[src/rtl/mlsc_consts.svh]
// constants for the max-limit and sleep command block
`ifndef MLSC_CONSTS_SVH
`define MLSC_CONSTS_SVH
// task-file register addresses (command block)
`define MLSC_TF_DATA      3'h0
`define MLSC_TF_FEATURE   3'h1
`define MLSC_TF_SECCNT    3'h2
`define MLSC_TF_SECNUM    3'h3
`define MLSC_TF_CYLLO     3'h4
`define MLSC_TF_CYLHI     3'h5
`define MLSC_TF_DEVHEAD   3'h6
`define MLSC_TF_COMMAND   3'h7
// control block address: device control on write, alternate status on read
`define MLSC_TF_DEVCTL    3'h6
// opcodes
`define MLSC_OP_SETMAXEXT 8'h37
`define MLSC_OP_RDNATEXT  8'h27
`define MLSC_OP_SLEEP_A   8'hE6
`define MLSC_OP_SLEEP_B   8'h99
// field positions
`define MLSC_DH_LBA       6
`define MLSC_SC_NVOPT     0
`define MLSC_DC_HOB       7
`define MLSC_DC_SRST      2
`define MLSC_ST_BSY       7
`define MLSC_ST_RDY       6
`define MLSC_ST_DSC       4
`define MLSC_ST_ERR       0
`define MLSC_ER_ABT       2
// limits and reset values
`define MLSC_LBA28_MAX    48'h0000_0FFF_FFFF
`define MLSC_STATUS_RST   8'h50
`define MLSC_ERROR_RST    8'h01
// host apb register map
`define MLSC_APB_ACCESS   12'h000
`define MLSC_APB_RESULT   12'h004
`define MLSC_APB_CTRL     12'h008
`define MLSC_ACC_READ     12
`define MLSC_ACC_CTL      11
`define MLSC_RES_BUSY     8
`define MLSC_RES_INTRQ    9
`endif

[src/rtl/mlsc_pkg.sv]
// types shared by both ends of the max-limit and sleep command block
package mlsc_pkg;
  typedef enum logic [3:0] {
    MLSC_IDLE  = 4'b0001,
    MLSC_EXEC  = 4'b0010,
    MLSC_SPIN  = 4'b0100,
    MLSC_SLEEP = 4'b1000
  } mlsc_dev_state_e;

  typedef logic [47:0] mlsc_lba_t;
  typedef logic [7:0]  mlsc_byte_t;
endpackage

[src/rtl/mlsc_tf_if.sv]
// task-file carrier between host controller and drive
`timescale 1ns/1ps
`default_nettype none
interface mlsc_tf_if;
  logic       tfWr;
  logic       tfRd;
  logic       tfCtl;
  logic [2:0] tfAddr;
  logic [7:0] tfWrData;
  logic       hardReset;
  logic [7:0] tfRdData;
  logic       tfRdValid;
  logic       intrq;

  modport device (input tfWr, tfRd, tfCtl, tfAddr, tfWrData, hardReset,
                  output tfRdData, tfRdValid, intrq);
  modport host   (output tfWr, tfRd, tfCtl, tfAddr, tfWrData, hardReset,
                  input tfRdData, tfRdValid, intrq);
endinterface
`default_nettype wire

[src/rtl/mlsc_device.sv]
// drive end: set max address ext and sleep command handling
//
// Decided for this implementation: the address map and the APB interface to the registers.
`timescale 1ns/1ps
`default_nettype none
`include "mlsc_consts.svh"
module mlsc_device #(
  parameter bit SUPPORT_EXT = 1'b1
) (
  input  wire logic             clk,
  input  wire logic             sys_rst,
  mlsc_tf_if.device             tf,
  input  wire mlsc_pkg::mlsc_lba_t nativeMaxLba,
  input  wire mlsc_pkg::mlsc_lba_t nvStoredLba,
  input  wire logic             nvStoredValid,
  input  wire logic             hpa28Established,
  input  wire logic             protLocked,
  input  wire logic             protFrozen,
  input  wire logic             addrOffsetMode,
  input  wire logic             mediaSpinning,
  input  wire mlsc_pkg::mlsc_lba_t accessLba,
  input  wire logic             accessReq,
  output logic                  accessAbort,
  output mlsc_pkg::mlsc_lba_t   maxLba,
  output logic [63:0]           idWords103to100,
  output logic [31:0]           idWords61to60,
  output logic                  nvWrite,
  output logic                  spinDownReq,
  output logic                  asleep
);
  import mlsc_pkg::*;

  typedef struct packed {
    mlsc_dev_state_e st;
    mlsc_byte_t feature;
    mlsc_byte_t scCur;
    mlsc_byte_t scPrev;
    logic [23:0] lbaCur;
    logic [23:0] lbaPrev;
    mlsc_byte_t devHead;
    mlsc_byte_t cmd;
    mlsc_byte_t error;
    mlsc_byte_t status;
    logic       hob;
    logic       lastNativeExt;
    logic       nvUsed;
    logic       powerUp;
    mlsc_lba_t  maxLba;
    logic [27:0] max28;
    mlsc_byte_t rdData;
    logic       rdValid;
    logic       intrq;
    logic       accessAbort;
    logic       nvWrite;
    logic       spinDownReq;
  } mlsc_dev_s;

  mlsc_dev_s state_reg;
  mlsc_dev_s state_next;
  mlsc_lba_t reqLba;
  logic      reqNv;
  logic      abortSetMax;
  logic      srstWrite;

  // ************************************************************
  // task-file read mux
  // ************************************************************
  function automatic mlsc_byte_t readTf(input mlsc_dev_s s, input logic ctl,
                                        input logic [2:0] addr);
    mlsc_byte_t v;
    v = 8'h00;
    if (ctl)
    begin
      v = s.status;
    end
    else
    begin
      unique case (addr)
        `MLSC_TF_FEATURE: v = s.error;
        `MLSC_TF_SECCNT:  v = s.hob ? s.scPrev : s.scCur;
        `MLSC_TF_SECNUM:  v = s.hob ? s.lbaPrev[7:0]   : s.lbaCur[7:0];
        `MLSC_TF_CYLLO:   v = s.hob ? s.lbaPrev[15:8]  : s.lbaCur[15:8];
        `MLSC_TF_CYLHI:   v = s.hob ? s.lbaPrev[23:16] : s.lbaCur[23:16];
        `MLSC_TF_DEVHEAD: v = s.devHead;
        `MLSC_TF_COMMAND: v = s.status;
        default:          v = 8'h00;
      endcase
    end
    return v;
  endfunction

  // ************************************************************
  // next-state logic
  // ************************************************************
  assign reqLba = {state_reg.lbaPrev, state_reg.lbaCur};
  assign reqNv  = state_reg.scCur[`MLSC_SC_NVOPT];
  assign srstWrite = tf.tfWr && tf.tfCtl && (tf.tfAddr == `MLSC_TF_DEVCTL)
                     && tf.tfWrData[`MLSC_DC_SRST];

  always_comb
  begin
    abortSetMax = !SUPPORT_EXT
                  || !state_reg.devHead[`MLSC_DH_LBA]
                  || !state_reg.lastNativeExt
                  || (reqLba > nativeMaxLba)
                  || hpa28Established
                  || protLocked
                  || protFrozen
                  || (reqNv && addrOffsetMode)
                  || (reqNv && state_reg.nvUsed);
  end

  always_comb
  begin
    state_next = state_reg;
    state_next.rdValid     = 1'b0;
    state_next.nvWrite     = 1'b0;
    state_next.spinDownReq = 1'b0;
    state_next.powerUp     = 1'b0;
    state_next.accessAbort = accessReq && (accessLba > state_reg.maxLba);
    if (state_reg.powerUp)
    begin
      // volatile maximum is gone after power-on; a stored one survives
      state_next.maxLba = nvStoredValid ? nvStoredLba : nativeMaxLba;
      state_next.max28  = nvStoredValid ? nvStoredLba[27:0] : nativeMaxLba[27:0];
    end
    if (tf.hardReset || srstWrite)
    begin
      // both resets wake the drive and restore status and error; the task-file bytes are kept
      state_next.st            = MLSC_IDLE;
      state_next.status        = `MLSC_STATUS_RST;
      state_next.error         = `MLSC_ERROR_RST;
      state_next.intrq         = 1'b0;
      state_next.lastNativeExt = 1'b0;
      state_next.hob           = 1'b0;
      if (tf.hardReset)
      begin
        state_next.nvUsed = 1'b0;
      end
    end
    else
    begin
      unique case (state_reg.st)
        MLSC_IDLE:
        begin
          if (tf.tfRd)
          begin
            state_next.rdData  = readTf(state_reg, tf.tfCtl, tf.tfAddr);
            state_next.rdValid = 1'b1;
            if (!tf.tfCtl && tf.tfAddr == `MLSC_TF_COMMAND)
            begin
              state_next.intrq = 1'b0;
            end
          end
          if (tf.tfWr && tf.tfCtl && tf.tfAddr == `MLSC_TF_DEVCTL)
          begin
            state_next.hob = tf.tfWrData[`MLSC_DC_HOB];
          end
          else if (tf.tfWr && !state_reg.status[`MLSC_ST_BSY])
          begin
            state_next.hob = 1'b0;
            unique case (tf.tfAddr)
              `MLSC_TF_FEATURE: state_next.feature = tf.tfWrData;
              `MLSC_TF_SECCNT:
              begin
                state_next.scPrev = state_reg.scCur;
                state_next.scCur  = tf.tfWrData;
              end
              `MLSC_TF_SECNUM:
              begin
                state_next.lbaPrev[7:0] = state_reg.lbaCur[7:0];
                state_next.lbaCur[7:0]  = tf.tfWrData;
              end
              `MLSC_TF_CYLLO:
              begin
                state_next.lbaPrev[15:8] = state_reg.lbaCur[15:8];
                state_next.lbaCur[15:8]  = tf.tfWrData;
              end
              `MLSC_TF_CYLHI:
              begin
                state_next.lbaPrev[23:16] = state_reg.lbaCur[23:16];
                state_next.lbaCur[23:16]  = tf.tfWrData;
              end
              `MLSC_TF_DEVHEAD: state_next.devHead = tf.tfWrData;
              `MLSC_TF_COMMAND:
              begin
                state_next.cmd    = tf.tfWrData;
                state_next.status = 8'h80;
                state_next.intrq  = 1'b0;
                state_next.st     = MLSC_EXEC;
              end
              default: state_next.feature = state_reg.feature;
            endcase
          end
        end
        MLSC_EXEC:
        begin
          state_next.st            = MLSC_IDLE;
          state_next.status        = `MLSC_STATUS_RST;
          state_next.error         = 8'h00;
          state_next.intrq         = 1'b1;
          state_next.lastNativeExt = 1'b0;
          if (state_reg.cmd == `MLSC_OP_SETMAXEXT)
          begin
            if (abortSetMax)
            begin
              state_next.error  = 8'h04;
              state_next.status = 8'h51;
            end
            else
            begin
              state_next.maxLba  = reqLba;
              state_next.nvUsed  = state_reg.nvUsed | reqNv;
              state_next.nvWrite = reqNv;
              if (reqLba <= `MLSC_LBA28_MAX)
              begin
                state_next.max28 = reqLba[27:0];
              end
            end
          end
          else if (state_reg.cmd == `MLSC_OP_RDNATEXT)
          begin
            state_next.lbaCur        = nativeMaxLba[23:0];
            state_next.lbaPrev       = nativeMaxLba[47:24];
            state_next.lastNativeExt = 1'b1;
          end
          else if (state_reg.cmd == `MLSC_OP_SLEEP_A ||
                   state_reg.cmd == `MLSC_OP_SLEEP_B)
          begin
            state_next.spinDownReq = mediaSpinning;
            state_next.st = mediaSpinning ? MLSC_SPIN : MLSC_SLEEP;
            state_next.status[`MLSC_ST_RDY] = 1'b0;
            state_next.status[`MLSC_ST_BSY] = mediaSpinning;
            state_next.intrq = !mediaSpinning;
          end
          else
          begin
            state_next.error  = 8'h04;
            state_next.status = 8'h51;
          end
        end
        MLSC_SPIN:
        begin
          if (!mediaSpinning)
          begin
            state_next.st     = MLSC_SLEEP;
            state_next.status = 8'h10;
            state_next.intrq  = 1'b1;
          end
        end
        MLSC_SLEEP:
        begin
          state_next.st = MLSC_SLEEP; // register activity ignored
        end
        default:
        begin
          state_next.st = MLSC_IDLE;
        end
      endcase
    end
  end

  // ************************************************************
  // state register
  // ************************************************************
  always_ff @(posedge clk or posedge sys_rst)
  begin
    if (sys_rst)
    begin
      state_reg <= '{st: MLSC_IDLE, status: `MLSC_STATUS_RST, error: `MLSC_ERROR_RST,
                     powerUp: 1'b1, default: '0};
    end
    else
    begin
      state_reg <= state_next;
    end
  end

  assign tf.tfRdData      = state_reg.rdData;
  assign tf.tfRdValid     = state_reg.rdValid;
  assign tf.intrq         = state_reg.intrq;
  assign accessAbort      = state_reg.accessAbort;
  assign maxLba           = state_reg.maxLba;
  assign idWords103to100  = {16'h0000, state_reg.maxLba};
  assign idWords61to60    = {4'h0, state_reg.max28};
  assign nvWrite          = state_reg.nvWrite;
  assign spinDownReq      = state_reg.spinDownReq;
  assign asleep           = (state_reg.st == MLSC_SLEEP);
endmodule // mlsc_device
`default_nettype wire

[src/flat_wrapper.sv]
// flat-port wrapper written by rule: the top's interface ports become plain ports
module mlsc_device_flat import mlsc_pkg::*;
#(
  parameter bit SUPPORT_EXT = 1'b1
)
  (clk, sys_rst, nativeMaxLba, nvStoredLba, nvStoredValid, hpa28Established, protLocked, protFrozen, addrOffsetMode, mediaSpinning, accessLba, accessReq, accessAbort, maxLba, idWords103to100, idWords61to60, nvWrite, spinDownReq, asleep, tf_tfWr, tf_tfRd, tf_tfCtl, tf_tfAddr, tf_tfWrData, tf_hardReset, tf_tfRdData, tf_tfRdValid, tf_intrq);
  mlsc_tf_if tf_i ();
  input  wire logic clk;
  input  wire logic sys_rst;
  input  wire mlsc_pkg::mlsc_lba_t nativeMaxLba;
  input  wire mlsc_pkg::mlsc_lba_t nvStoredLba;
  input  wire logic nvStoredValid;
  input  wire logic hpa28Established;
  input  wire logic protLocked;
  input  wire logic protFrozen;
  input  wire logic addrOffsetMode;
  input  wire logic mediaSpinning;
  input  wire mlsc_pkg::mlsc_lba_t accessLba;
  input  wire logic accessReq;
  output logic accessAbort;
  output mlsc_pkg::mlsc_lba_t maxLba;
  output logic [63:0] idWords103to100;
  output logic [31:0] idWords61to60;
  output logic nvWrite;
  output logic spinDownReq;
  output logic asleep;
  input wire logic [$bits(tf_i.tfWr)-1:0] tf_tfWr;
  input wire logic [$bits(tf_i.tfRd)-1:0] tf_tfRd;
  input wire logic [$bits(tf_i.tfCtl)-1:0] tf_tfCtl;
  input wire logic [$bits(tf_i.tfAddr)-1:0] tf_tfAddr;
  input wire logic [$bits(tf_i.tfWrData)-1:0] tf_tfWrData;
  input wire logic [$bits(tf_i.hardReset)-1:0] tf_hardReset;
  output wire logic [$bits(tf_i.tfRdData)-1:0] tf_tfRdData;
  output wire logic [$bits(tf_i.tfRdValid)-1:0] tf_tfRdValid;
  output wire logic [$bits(tf_i.intrq)-1:0] tf_intrq;
  assign tf_i.tfWr = tf_tfWr;
  assign tf_i.tfRd = tf_tfRd;
  assign tf_i.tfCtl = tf_tfCtl;
  assign tf_i.tfAddr = tf_tfAddr;
  assign tf_i.tfWrData = tf_tfWrData;
  assign tf_i.hardReset = tf_hardReset;
  assign tf_tfRdData = tf_i.tfRdData;
  assign tf_tfRdValid = tf_i.tfRdValid;
  assign tf_intrq = tf_i.intrq;
  mlsc_device #(.SUPPORT_EXT(SUPPORT_EXT)) u_core (.clk(clk), .sys_rst(sys_rst), .tf(tf_i), .nativeMaxLba(nativeMaxLba), .nvStoredLba(nvStoredLba), .nvStoredValid(nvStoredValid), .hpa28Established(hpa28Established), .protLocked(protLocked), .protFrozen(protFrozen), .addrOffsetMode(addrOffsetMode), .mediaSpinning(mediaSpinning), .accessLba(accessLba), .accessReq(accessReq), .accessAbort(accessAbort), .maxLba(maxLba), .idWords103to100(idWords103to100), .idWords61to60(idWords61to60), .nvWrite(nvWrite), .spinDownReq(spinDownReq), .asleep(asleep));
endmodule
[config.mk]
export PLATFORM = sky130hd
export DESIGN_NAME = mlsc_device_flat
export DESIGN_NICKNAME = d
export VERILOG_FILES = /design/src/rtl/mlsc_pkg.sv /design/src/rtl/mlsc_tf_if.sv /design/src/rtl/mlsc_device.sv /design/src/flat_wrapper.sv
export VERILOG_INCLUDE_DIRS = /design/src /design/src/rtl
export SDC_FILE = /design/constraint.sdc
export NUM_CORES = 1
export LEC_CHECK = 0
export ABC_AREA = 0
export BUFFER_PORTS_ARGS = -buffer_cell sky130_fd_sc_hd__buf_2
export CORE_ASPECT_RATIO = 0.6
export CORE_MARGIN = 4
export CORE_UTILIZATION = 55
export DETAILED_ROUTE_END_ITERATION = 7
export PLACE_DENSITY = 0.82
export SYNTH_ARGS = -nofsm -noshare
export SYNTH_HDL_FRONTEND = slang
export SYNTH_SLANG_ARGS = --single-unit
[constraint.sdc]
create_clock -name clk -period 5.7 [get_ports clk]
set_input_delay 0.285 -clock clk [delete_from_list [all_inputs] [get_ports clk]]
set_output_delay 0.285 -clock clk [all_outputs]
set_load 0.03 [all_outputs]
==> run metrics <==
hold endpoint u_core.reqLba[33]; Async SR Flop Fraction 1.00; vias per inst between 6 and 7; critical path arrival 4430 ps; period utilisation layout 0.720; worst r2r dst u_core.maxLba[34]; Worst EP required slightly above 6000 ps; dominant synthesized flop cell dfrtp_1; core box area 23100 um2; register area share after synthesis 0.355; global-route wire length before repair 63500 um; yosys warns 0; largest net degree at the start of global routing approximately 130; pre-CTS WS around 1800 ps; max-cap viol count 0; IO Port Bufs ~310; Post-synth EDFFs 0; most frequent cells in the layout 305 x buf_2, 178 x dfrtp_1, 129 x inv_1; Starting Density 0.559; GPL Wtd Cong approximately 1.0; CP bufs+invs 1; Die H approximately 130 um; maximum vdd drop ~240 uV; vias in the first global route about 11000; clock sinks roughly 180; Setup TNS Final 0 ps; hold_sp nativeMaxLba[33]; Seq. cell area about 4600 um2; most common cell after layout, fill and taps aside buf_2; fin nets about 1800; Crit path max-delay family simple AND/OR/NAND/NOR gates; Reg2Reg Depth 8; Util after Layout 0.615; Skew-Pair Late Insertion Delay between 400 and 500 ps; worst reg2reg path startpoint u_core.reqLba[31]; initial antenna violation count 5; Power Total between 5 and 6 mW; CP Cell Sequence ha_1, nand4_1, nor4_1, nand3_1, or3b_1, a211o_2, buf_4, mux2_2; Overflow after GRT 0; reg-to-reg slack, setup around 1600 ps; power per cell area 353 nW/um2; Syn Inst Count approximately 1400; crit path max fanout 48; final setup vio count 0; Area Overhead vs Synth 9.87%; crit-path max cell delay about 960 ps; Slew Limit Fails 0; H-tree levels 4; clock slew at reported path FFs ~70 ps; CTS resizes 0; placed insts between 1500 and 2000; DRT iter0 DRCs ~1300; critical path launch point type flip-flop; Hold Path Depth 3; fmax 244 MHz; leakage power total ~7.3 nW; Max-Slew Margin vs Limit 0.220; DR vias approximately 12000; CP Class flip-flop to flip-flop; TritonCTS clock tree done; layout cells sized above 1 0.261; Slew @ Worst Pin ~1200 ps; drc violations 0; Rows 43; TritonRoute pass-1 iters 5; post-synthesis average cell area 8.98 um2; Tmin final between 4000 and 5000 ps; Fin. Hold Viols 0; post-synth cell types slightly above 60; dpl hpwl between 30000 and 40000 um; gr usage total 0.316; CP Capture Type flip-flop; unrepaired setup endpoints after global routing no; Final Worst Setup Slack ~1600 ps; FF+latch count, synth around 180; routed length per instance 22.3 um; Num CTS Buffers 17; CP max stage cell nor4_1; Multi-input gate area around 6500 um2; total routed wirelength roughly 42000 um; Mapped Area roughly 13000 um2; Final ANT Viol Nets 0; Worst Hold Class primary input to flip-flop; die width about 210 um; fill count 1967; Setup Skew about 12 ps; die footprint between 20000 and 30000 um2; I/O Pins about 330; status completed; maximum root-to-sink buffer count 2; clock root buffer clkbuf_16; Layout Cells excl Fill roughly 1900
-- worst max-delay path by stage --
| stage | start | end | depth (start not counted) |
|---|---|---|---|
| after floorplan | sys_rst | u_core.accessAbort | 1 |
| after global placement | u_core.reqLba[31] | u_core.maxLba[33] | 8 |
| after detailed placement | nativeMaxLba[31] | u_core.maxLba[44] | 10 |
| after CTS | u_core.reqLba[31] | u_core.maxLba[37] | 8 |
| after global routing | u_core.reqLba[31] | u_core.maxLba[33] | 8 |
| final | u_core.reqLba[31] | u_core.maxLba[34] | 8 |
-- what timing repair did --
action                                  4_1_cts  5_1_grt
setup buffers                                 0        0
hold buffers                                  1        0
endpoints found under the hold margin        59        0
endpoints found under the setup margin        0        0
-- area by class of cell --
class,instances,share of cell area
sequential,183,0.324
clock buffer,20,0.0322
antenna,2,0.000353
tap,315,0.0278
clock inverter,12,0.0101
timing repair buffer,317,0.114
inverter,130,0.0348
multi-input combinational,923,0.457
-- logic make-up (layout without fill, tap and decap cells) --
| kind of cell | after synthesis | after routing | synth area share |
|---|---|---|---|
| AO/OA/AOI/OAI | 355 | 355 | 0.167 |
| buffers and inverters | 351 | 479 | 0.152 |
| AND/OR/NAND/NOR | 299 | 299 | 0.109 |
| flip-flops | 183 | 183 | 0.355 |
| multiplexers | 152 | 152 | 0.123 |
| adder cells (fa/ha/maj) | 96 | 96 | 0.0930 |
| other | 1 | 23 | 0.000290 |
-- power by group --
part	internal (mW)	switching (mW)
Clock	0.678	0.556
Sequential	1.60	0.463
Combinational	0.642	1.06
Total	2.92	2.08
-- worst min-delay path, delay by kind of cell --
kind | cells | cell delay (ps)
buf+inv | 1 | 110
compound gates | 1 | 80
simple gates | 1 | 50
-- metal layers --
layer / wire length [um] / GRT usage / vias to the layer above
li1: - / - / 5170
met1: 17400 / 0.447 / 5575
met2: 18300 / 0.457 / 746
met3: 5880 / 0.123 / 79
met4: 768 / 0.0735 / 8
met5: 91 / 0.0150 / -
-- synthesized netlist by cell type, drive strengths merged (2+ instances only) --
cell | count | area (um2)
a211oi | 12 | 90.1
or3b | 2 | 17.5
mux2i | 98 | 981
nand3 | 27 | 135
o21ai | 109 | 546
nand4 | 22 | 138
clkbuf | 41 | 154
a211o | 3 | 26.3
nor2b | 10 | 62.6
and3 | 12 | 80.1
dfrtp | 178 | 4450
nor4b | 3 | 26.3
mux2 | 54 | 608
ha | 96 | 1200
nand3b | 3 | 22.5
or3 | 2 | 12.5
o22ai | 9 | 56.3
and2 | 3 | 18.8
o211ai | 33 | 248
a21o | 16 | 120
or2 | 2 | 12.5
o21a | 4 | 30.0
nand4b | 2 | 17.5
inv | 130 | 488
buf | 180 | 1320
nor3 | 13 | 70.1
nor2 | 75 | 282
dfstp | 5 | 131
nand2 | 104 | 390
a31oi | 18 | 113
a221oi | 9 | 78.8
a32oi | 2 | 17.5
a22oi | 27 | 203
nand2b | 6 | 37.5
nor4 | 11 | 68.8
o31ai | 4 | 30.0
a21oi | 98 | 505
-- through the flow --
step                area [um2]  hold WS [ps]
floorplan                13000           408
global placement         13600           390
detailed placement       13600           399
CTS                      14200           114
global route             14200           118
finish                   14200           124
(Power assumes the default switching activity.)
